## config.mk

```make
export PLATFORM = sky130hd
export DESIGN_NAME = sasl_stream_link
export DESIGN_NICKNAME = d
export VERILOG_FILES = /design/src/hw/sasl_pkg.sv /design/src/hw/sasl_fifo.sv /design/src/hw/sasl_stream_link.sv
export SDC_FILE = /design/constraint.sdc
export NUM_CORES = 2
export LEC_CHECK = 0
export BUFFER_PORTS_ARGS = -buffer_cell sky130_fd_sc_hd__buf_2
export CAP_MARGIN = 20
export CELL_PAD_IN_SITES_DETAIL_PLACEMENT = 0
export CELL_PAD_IN_SITES_GLOBAL_PLACEMENT = 1
export CORE_AREA = 2 2 419 421
export CTS_CLUSTER_DIAMETER = 100
export CTS_CLUSTER_SIZE = 16
export DETAILED_ROUTE_END_ITERATION = 7
export DIE_AREA = 0 0 421 423
export PLACE_DENSITY_LB_ADDON = 0.2
export RECOVER_POWER = 100
export SLEW_MARGIN = 20
export SYNTH_ARGS = -nofsm -noshare
export SYNTH_HDL_FRONTEND = slang
export SYNTH_SLANG_ARGS = --single-unit
```

## constraint.sdc

```tcl
create_clock -name clk_in -period 4.7 [get_ports clk_in]
set_input_delay 0.94 -clock clk_in [delete_from_list [all_inputs] [get_ports clk_in]]
set_output_delay 0.94 -clock clk_in [all_outputs]
set_load 0.05 [all_outputs]
```

## src/hw/sasl_pkg.sv

```systemverilog
package sasl_pkg;
    // ************************************************************
    // widths
    // ************************************************************
    localparam int unsigned DATA_W      = 64;
    localparam int unsigned FIFO_DEPTH  = 32;
    localparam int unsigned BLK_W       = 66;
    localparam logic [1:0]  HDR_DATA    = 2'h1;
    localparam logic [1:0]  HDR_CTRL    = 2'h2;
    localparam logic [7:0]  BT_IDLE     = 8'h78;
    localparam logic [7:0]  BT_COMP     = 8'h55;
    localparam logic [7:0]  BT_SEP      = 8'h1e;
    // ************************************************************
    // timing
    // ************************************************************
    localparam int unsigned CLK_MHZ       = 100;
    localparam int unsigned GEAR_PERIOD   = 32;
    localparam int unsigned COMP_PERIOD   = 4992;
    localparam int unsigned COMP_LEN      = 8;
    localparam int unsigned COMP_MIN      = 3;
    localparam int unsigned COMP_WINDOW   = 10000;
    localparam int unsigned INIT_DEB_NS   = 100;
    localparam int unsigned INIT_DEB_CYC  = (INIT_DEB_NS * CLK_MHZ + 999) / 1000;
    localparam logic [4:0]  GEAR_LAST     = 5'(GEAR_PERIOD - 1);
    localparam logic [12:0] COMP_LAST     = 13'(COMP_PERIOD - 1);
    localparam logic [3:0]  COMP_LEN_L    = 4'(COMP_LEN - 1);
    localparam logic [3:0]  DEB_LAST      = 4'(INIT_DEB_CYC - 1);
    localparam logic [4:0]  ZERO5         = 5'h00;
    localparam logic [12:0] ZERO13        = 13'h0000;
    localparam logic [3:0]  ZERO4         = 4'h0;

    typedef enum logic [1:0] {
        SASL_TX_RUN  = 2'b00,
        SASL_TX_COMP = 2'b01,
        SASL_TX_GEAR = 2'b10
    } sasl_tx_e;
endpackage

```

## src/hw/sasl_fifo.sv

```systemverilog
`timescale 1ns/1ps
module sasl_fifo #(
    parameter int unsigned WIDTH = 64,
    parameter int unsigned DEPTH = 32
) (
    // clock and reset
    input  wire logic             clk_in,
    input  wire logic             rst_b_in,
    input  wire logic             ce_in,
    // fill side
    input  wire logic             in_valid_in,
    output logic                  in_ready_out,
    input  wire logic [WIDTH-1:0] in_data_in,
    // drain side
    output logic                  out_valid_out,
    input  wire logic             out_ready_in,
    output logic [WIDTH-1:0]      out_data_out
);
    localparam int unsigned AW = $clog2(DEPTH);

    logic [WIDTH-1:0] mem [DEPTH];
    logic [AW-1:0]    wr_ptr;
    logic [AW-1:0]    rd_ptr;
    logic [AW:0]      count;
    logic [AW-1:0]    next_wr_ptr;
    logic [AW-1:0]    next_rd_ptr;
    logic [AW:0]      next_count;
    logic             push;
    logic             pop;

    assign in_ready_out  = (count != (AW+1)'(DEPTH));
    assign out_valid_out = (count != '0);
    assign out_data_out  = mem[rd_ptr];
    assign push          = ce_in && in_valid_in && in_ready_out;
    assign pop           = ce_in && out_valid_out && out_ready_in;

    always_comb begin
        next_wr_ptr = push ? AW'(wr_ptr + 1'b1) : wr_ptr;
        next_rd_ptr = pop ? AW'(rd_ptr + 1'b1) : rd_ptr;
        next_count  = count;
        if (push && !pop) begin
            next_count = (AW+1)'(count + 1'b1);
        end else if (pop && !push) begin
            next_count = (AW+1)'(count - 1'b1);
        end
    end

    always_ff @(posedge clk_in or negedge rst_b_in) begin
        if (!rst_b_in) begin
            wr_ptr <= '0;
            rd_ptr <= '0;
            count  <= '0;
        end else begin
            wr_ptr <= next_wr_ptr;
            rd_ptr <= next_rd_ptr;
            count  <= next_count;
        end
    end

    // storage has no reset; words are only read once counted
    always_ff @(posedge clk_in) begin
        if (push) begin
            mem[wr_ptr] <= in_data_in;
        end
    end
endmodule // sasl_fifo

```

## src/hw/sasl_stream_link.sv

```systemverilog
`timescale 1ns/1ps
module sasl_stream_link (
    // clock and reset
    input  wire logic                         clk_in,
    input  wire logic                         rst_b_in,
    input  wire logic                         ce_in,
    // control and status
    input  wire logic                         pma_init_in,
    input  wire logic                         clk_not_locked_in,
    output logic                              clk_not_locked_out,
    output logic                              link_reset_out,
    // user transmit stream
    input  wire logic                         tx_valid_in,
    output logic                              tx_ready_out,
    input  wire logic [sasl_pkg::DATA_W-1:0]  tx_data_in,
    // lane transmit
    output logic [sasl_pkg::BLK_W-1:0]        lane_tx_block_out,
    output logic                              lane_tx_valid_out,
    // lane receive
    input  wire logic [sasl_pkg::BLK_W-1:0]   lane_rx_block_in,
    input  wire logic                         lane_rx_valid_in,
    // user receive stream
    output logic                              rx_valid_out,
    output logic [sasl_pkg::DATA_W-1:0]       rx_data_out
);
    // ************************************************************
    // init request: sync, debounce, clock helper status
    // ************************************************************
    logic       init_s1;
    logic       init_s2;
    logic       init_deb;
    logic [3:0] deb_cnt;
    logic       lock_s1;
    logic       lock_s2;
    logic       next_init_deb;
    logic [3:0] next_deb_cnt;

    always_comb begin
        next_init_deb = init_deb;
        next_deb_cnt  = deb_cnt;
        if (init_s2 == init_deb) begin
            next_deb_cnt = sasl_pkg::ZERO4;
        end else if (deb_cnt == sasl_pkg::DEB_LAST) begin
            next_init_deb = init_s2;
            next_deb_cnt  = sasl_pkg::ZERO4;
        end else begin
            next_deb_cnt = 4'(deb_cnt + 1'b1);
        end
    end

    always_ff @(posedge clk_in or negedge rst_b_in) begin
        if (!rst_b_in) begin
            init_s1  <= 1'b1;
            init_s2  <= 1'b1;
            init_deb <= 1'b1;
            deb_cnt  <= sasl_pkg::ZERO4;
            lock_s1  <= 1'b1;
            lock_s2  <= 1'b1;
        end else if (ce_in) begin
            init_s1  <= pma_init_in;
            init_s2  <= init_s1;
            init_deb <= next_init_deb;
            deb_cnt  <= next_deb_cnt;
            lock_s1  <= clk_not_locked_in;
            lock_s2  <= lock_s1;
        end
    end

    logic run;
    // relies on the input being the inverse of pll lock
    assign clk_not_locked_out = lock_s2;
    assign link_reset_out     = init_deb | lock_s2;
    assign run                = !link_reset_out;

    // ************************************************************
    // transmit scheduler
    // ************************************************************
    sasl_pkg::sasl_tx_e     st;
    sasl_pkg::sasl_tx_e     next_st;
    logic [4:0]             gear_cnt;
    logic [12:0]            comp_cnt;
    logic [3:0]             comp_len;
    logic [4:0]             next_gear_cnt;
    logic [12:0]            next_comp_cnt;
    logic [3:0]             next_comp_len;

    logic                   f_valid;
    logic                   f_ready;
    logic [sasl_pkg::DATA_W-1:0] f_data;
    logic                   fifo_in_ready;

    always_comb begin
        next_st       = st;
        next_gear_cnt = (gear_cnt == sasl_pkg::GEAR_LAST) ? sasl_pkg::ZERO5
                                                          : 5'(gear_cnt + 1'b1);
        next_comp_cnt = (comp_cnt == sasl_pkg::COMP_LAST) ? sasl_pkg::ZERO13
                                                          : 13'(comp_cnt + 1'b1);
        next_comp_len = comp_len;
        unique case (st)
            sasl_pkg::SASL_TX_RUN: begin
                if (comp_cnt == sasl_pkg::COMP_LAST) begin
                    next_st       = sasl_pkg::SASL_TX_COMP;
                    next_comp_len = sasl_pkg::ZERO4;
                end else if (gear_cnt == sasl_pkg::GEAR_LAST) begin
                    next_st = sasl_pkg::SASL_TX_GEAR;
                end
            end
            sasl_pkg::SASL_TX_COMP: begin
                // full eight-cycle burst exceeds three per window
                next_comp_len = 4'(comp_len + 1'b1);
                if (comp_len == sasl_pkg::COMP_LEN_L) begin
                    next_st = sasl_pkg::SASL_TX_RUN;
                end
            end
            sasl_pkg::SASL_TX_GEAR: begin
                next_st = sasl_pkg::SASL_TX_RUN;
            end
            default: begin
                next_st = sasl_pkg::SASL_TX_RUN;
            end
        endcase
    end

    always_ff @(posedge clk_in or negedge rst_b_in) begin
        if (!rst_b_in) begin
            st       <= sasl_pkg::SASL_TX_RUN;
            gear_cnt <= sasl_pkg::ZERO5;
            comp_cnt <= sasl_pkg::ZERO13;
            comp_len <= sasl_pkg::ZERO4;
        end else if (ce_in) begin
            if (!run) begin
                st       <= sasl_pkg::SASL_TX_RUN;
                gear_cnt <= sasl_pkg::ZERO5;
                comp_cnt <= sasl_pkg::ZERO13;
                comp_len <= sasl_pkg::ZERO4;
            end else begin
                st       <= next_st;
                gear_cnt <= next_gear_cnt;
                comp_cnt <= next_comp_cnt;
                comp_len <= next_comp_len;
            end
        end
    end

    // ready drops on the gearbox slot; fifo pushes only on valid and ready
    // ready is gated by the enable so that no beat is offered on a frozen edge
    assign tx_ready_out = ce_in && run && fifo_in_ready && (gear_cnt != sasl_pkg::GEAR_LAST);

    sasl_fifo #(
        .WIDTH (sasl_pkg::DATA_W),
        .DEPTH (sasl_pkg::FIFO_DEPTH)
    ) u_fifo (
        .clk_in        (clk_in),
        .rst_b_in      (rst_b_in),
        .ce_in         (ce_in),
        .in_valid_in   (tx_valid_in && tx_ready_out),
        .in_ready_out  (fifo_in_ready),
        .in_data_in    (tx_data_in),
        .out_valid_out (f_valid),
        .out_ready_in  (f_ready),
        .out_data_out  (f_data)
    );

    // single lane: one block per cycle, so a data block can directly trail an idle
    // data only in run state
    assign f_ready = run && (st == sasl_pkg::SASL_TX_RUN);

    logic [sasl_pkg::BLK_W-1:0] next_blk;
    logic                       next_blk_v;

    // frames are not built here: streaming only, so no frame end is ever marked
    // no separators in streaming; idle for each gap
    always_comb begin
        next_blk_v = run;
        next_blk   = {sasl_pkg::HDR_CTRL, sasl_pkg::BT_IDLE, 56'h0};
        if (st == sasl_pkg::SASL_TX_COMP) begin
            next_blk = {sasl_pkg::HDR_CTRL, sasl_pkg::BT_COMP, 56'h0};
        end else if (f_ready && f_valid) begin
            next_blk = {sasl_pkg::HDR_DATA, f_data};
        end
    end

    always_ff @(posedge clk_in or negedge rst_b_in) begin
        if (!rst_b_in) begin
            lane_tx_block_out <= '0;
            lane_tx_valid_out <= 1'b0;
        end else if (ce_in) begin
            lane_tx_block_out <= next_blk;
            lane_tx_valid_out <= next_blk_v;
        end
    end

    // ************************************************************
    // receive
    // ************************************************************
    logic                        next_rx_valid;
    logic [sasl_pkg::DATA_W-1:0] next_rx_data;

    // valid per data block; no ready exists
    always_comb begin
        next_rx_valid = run && lane_rx_valid_in &&
                        (lane_rx_block_in[sasl_pkg::BLK_W-1 -: 2] == sasl_pkg::HDR_DATA);
        next_rx_data  = next_rx_valid ? lane_rx_block_in[sasl_pkg::DATA_W-1:0] : rx_data_out;
    end

    always_ff @(posedge clk_in or negedge rst_b_in) begin
        if (!rst_b_in) begin
            rx_valid_out <= 1'b0;
            rx_data_out  <= '0;
        end else if (ce_in) begin
            rx_valid_out <= next_rx_valid;
            rx_data_out  <= next_rx_data;
        end
    end

    // ************************************************************
    // checks
    // ************************************************************
    property p_gear_drop;
        @(posedge clk_in) disable iff (!rst_b_in || !ce_in || !run)
        (gear_cnt == sasl_pkg::GEAR_LAST) |-> !tx_ready_out;
    endproperty
    a_gear_drop: assert property (p_gear_drop) else $error("ready high in gear slot");

    property p_comp_burst;
        @(posedge clk_in) disable iff (!rst_b_in || !ce_in || !run)
        $rose(st == sasl_pkg::SASL_TX_COMP) |-> (st == sasl_pkg::SASL_TX_COMP) [*8]
            ##1 (st != sasl_pkg::SASL_TX_COMP);
    endproperty
    a_comp_burst: assert property (p_comp_burst) else $error("comp burst not 8");

    property p_no_data_in_comp;
        @(posedge clk_in) disable iff (!rst_b_in || !ce_in)
        (st != sasl_pkg::SASL_TX_RUN)
            |=> (lane_tx_block_out[sasl_pkg::BLK_W-1 -: 2] != sasl_pkg::HDR_DATA);
    endproperty
    a_no_data_in_comp: assert property (p_no_data_in_comp) else $error("data in ctrl cycle");

    property p_comp_block;
        @(posedge clk_in) disable iff (!rst_b_in || !ce_in)
        (st == sasl_pkg::SASL_TX_COMP)
            |=> (lane_tx_block_out == {sasl_pkg::HDR_CTRL, sasl_pkg::BT_COMP, 56'h0});
    endproperty
    a_comp_block: assert property (p_comp_block) else $error("comp block missing");

    property p_rx_ctrl_drop;
        @(posedge clk_in) disable iff (!rst_b_in || !ce_in)
        (lane_rx_block_in[sasl_pkg::BLK_W-1 -: 2] != sasl_pkg::HDR_DATA) |=> !rx_valid_out;
    endproperty
    a_rx_ctrl_drop: assert property (p_rx_ctrl_drop) else $error("rx valid on ctrl block");

    property p_rx_valid;
        @(posedge clk_in) disable iff (!rst_b_in || !ce_in || !run)
        (lane_rx_valid_in && lane_rx_block_in[sasl_pkg::BLK_W-1 -: 2] == sasl_pkg::HDR_DATA)
            |=> rx_valid_out && rx_data_out == $past(lane_rx_block_in[sasl_pkg::DATA_W-1:0]);
    endproperty
    a_rx_valid: assert property (p_rx_valid) else $error("rx word lost");
endmodule // sasl_stream_link

```

==> impl_metrics.yaml <==
run_status:
  status: "complete, but fails checks"
  violations: "capacitance limit, slew limit"
routing:
  via_per_inst: 6.14
  vias: 41100
  ant_nets: 0
  drt_iter0_markers: 4414
  wl_mm: 213
  drc: 0
  routedWlPerCell_um: 31.8
  firstDrtPassIters: 5
floorplanning:
  chipWidth_um: 421
  pin_count: 272
  dieArea_um2: 178000
  core_um2: 173000
  rows: 153
  start_util_pct: 48.8
  dieHeight_um: 423
worst_setup_path:
  worst-path-buf-inv: 3
  crit_top_cell: "ha_1"
  rr_worst_depth: 10
  crit_path_cell_trace: "ha_1, and3_1, ha_1, nor4b_1, clkbuf_1, o311a_1, buf_4, nand2_1, nor2_4, buf_2"
  critPathArrivalTime_ns: 4.62
  cp.required_ns: 5.10
  cpMaxStageDelayCell: "buf_2"
  worstReg2RegEnd: "u_fifo.mem[21][52]"
  cp_slowest_stage_delay_ns: 1.13
  reg2reg_slack_ns: 0.49
  crit_path_end_kind: "flip-flop"
  worst_setup_path_start_kind: "flip-flop"
  reg2reg_from: "gear_cnt[0]"
  crit_family: "buffers and inverters"
  path_max_fanout: 40
  critical_path_class: "reg2reg"
  cp-startpoint: "gear_cnt[0]"
logic_synthesis:
  netlist.area_leader.share_pct: 72.8
  syn_avg_cell_area_um2: 21.8
  synth_top_cell_by_area: "edfxtp_1"
  ys_warn_count: 0
  synth-xor-area-share_pct: 0.207
  seq_area_frac_synth_pct: 78.2
  synth_seq_cells: 2229
  synthMostInstantiatedCell: "edfxtp_1"
  muxShareOfSynthArea_pct: 14.8
  synth-compound-area-share_pct: 3.79
  synth-simple-area-share_pct: 1.53
  synth_area_um2: 84500
  synthAdderAreaFrac_pct: 0.275
  synth_top_family_by_area: "multiplexers"
  yosys-top-cells-count: "2048 x edfxtp_1, 464 x mux4_2, 176 x dfrtp_1"
  synth.distinct_cells: 67
  synthArstFlopShare_pct: 8.12
  synth_edf_count: 2048
  synth_nets: 4038
  syn_inst: 3883
  synth_ff_type: "edfxtp_1"
  synthTopCellsByArea: "edfxtp_1 73%, mux4_2 12%, dfrtp_1 5.2%"
hold_path:
  hp-start: "lane_rx_block_in[49]"
  hold_end: "rx_data_out[49]"
  min_path_cells: 2
  hold_path_class: "in2reg"
timing:
  slew_headroom_pct: -81.8
  fin_crit_ns: 4.21
  slew_violations: 1651
  finalHoldViolCount: 0
  tightestPinTransition_ns: 2.73
  period_share_pct: 89.6
  setup_viol: 0
  fin_setup_tns_ns: 0
  fmax_mhz: 237
  finClkSkew_ns: 0.0340
  rsz0062_at_grt: "false"
place:
  dp_cells: 6411
  port_buffers: 271
  hpwl_mm: 123
  gp_congestion: 0.791
clocking:
  cts_hold_buf: 0
  post_cts_buffers: 0
  clockBufferDepth: 3
  htreeDepth: 4
  clock_latency_ns: 0.82
  clock-sinks: 2229
  cts-root-buf: "clkbuf_16"
  cts_resized: 0
  cts_buffers: 157
  cts_tree: "done"
  path_clk_slew_ns: 0.07
layout:
  area_delta_synth_final_pct: 10.7
  multi_input_area_um2: 17500
  stdcell_count: 6695
  utilization_pct: 54.0
  layout-drive-gt1-share_pct: 22.2
  num-nets-final: 4400
  area.sequential_um2: 66000
  fill_cells: 13400
global_route:
  grtUsageMet3_pct: 3.96
  grt_usage_pct: 23.9
  grt_first_pass_wirelength_mm: 304
  grtUsageMet1_pct: 34.0
  grt_antenna_before_repair: 8
  overflow: 0
  busiest_layer: "met2"
  grt_pass1_vias: 41600
  grt_max_degree: 90
  met2_usage_pct: 38.6
power:
  power_density_nw_per_um2: 550
  ir_drop_uv: 457
  p_leak_nw: 29.6
job:
  cap_violations: 53
==> final cells by class <==
| class | instances | share of cell area (%) |
|---|---|---|
| sequential | 2229 | 70.7 |
| multi-input combinational | 1422 | 18.7 |
| clock buffer | 267 | 4.70 |
| tap | 2325 | 3.11 |
| timing repair buffer | 422 | 2.53 |
| clock inverter | 13 | 0.195 |
| inverter | 13 | 0.0549 |
| antenna | 4 | 0.0107 |
==> layout by cell type (no fill, tap or decap), types with 71 or more instances in the layout <==
cell type	instances
buf_2	71
a21oi_1	117
mux4_2	464
dfrtp_1	172
clkbuf_16	159
edfxtp_1	2048
mux2_2	75
a22oi_1	115
clkbuf_1	313
nand2_1	88
mux2i_1	118
==> power by group <==
group | internal (mW) | switching, mW | leakage, nW
logic | 5.83 | 9.26 | 6.72
registers | 22.4 | 0.863 | 20.7
clock network | 6.42 | 6.58 | 2.18
total | 34.7 | 16.7 | 29.6
==> worst max-delay path by stage <==
stage	cells past startpoint	slack, ns	to
floorplan	6	-0.62	u_fifo.mem[29][0]
global placement	13	0.71	u_fifo.count[5]
detailed placement	13	0.83	u_fifo.count[5]
CTS	7	0.89	tx_ready_out
global route	10	0.27	u_fifo.mem[5][62]
finish	10	0.49	u_fifo.mem[21][52]
==> cell families (layout without fill, tap and decap cells) <==
| kind of cell | count (synthesis) | in the layout |
|---|---|---|
| DFF | 2229 | 2229 |
| muxes | 657 | 657 |
| AOI/OAI and AO/OA | 455 | 455 |
| and+or+nand+nor | 272 | 272 |
| buffers and inverters | 232 | 715 |
| xor gates and xnor gates | 20 | 20 |
| adders and majority gates | 18 | 18 |
| other | 0 | 4 |
==> worst reg2reg max path, delay by kind of cell (launching register included) <==
| kind | cells | cell delay [ns] |
|---|---|---|
| simple gates | 4 | 1.15 |
| compound gates | 1 | 0.20 |
| fa+ha+maj | 2 | 0.43 |
| buf+inv | 3 | 1.55 |
| flops | 1 | 0.41 |
==> routing by layer <==
metal / vias up / routed length [um]
met5: - / 0
met4: 0 / 5720
met1: 22300 / 89800
met2: 1536 / 104000
li1: 17000 / -
met3: 247 / 13700
==> registers in the layout (all words and copies together) (netlist names), 2 cells and up <==
| name | count |
|---|---|
| u_fifo.mem | 2048 |
| lane_tx_block_out | 66 |
| rx_data_out | 64 |
| comp_cnt | 13 |
| u_fifo.count | 6 |
| gear_cnt | 5 |
| u_fifo.rd_ptr | 5 |
| u_fifo.wr_ptr | 5 |
| comp_len | 4 |
| deb_cnt | 4 |
| st | 2 |
==> stage by stage <==
stage                     hold slack [ns]  setup WS (ns)  cell area, um2  power, mW
final                               0.356          0.489           93500       51.4
after global routing                0.319          0.270           93500       53.3
after CTS                           0.164          0.888           94100       52.0
after detailed placement            0.467          0.831           89500       39.1
after global placement              0.461          0.714           89500       39.1
after floorplan                     0.457         -0.615           84500       33.7
(Power assumes the default switching activity.)
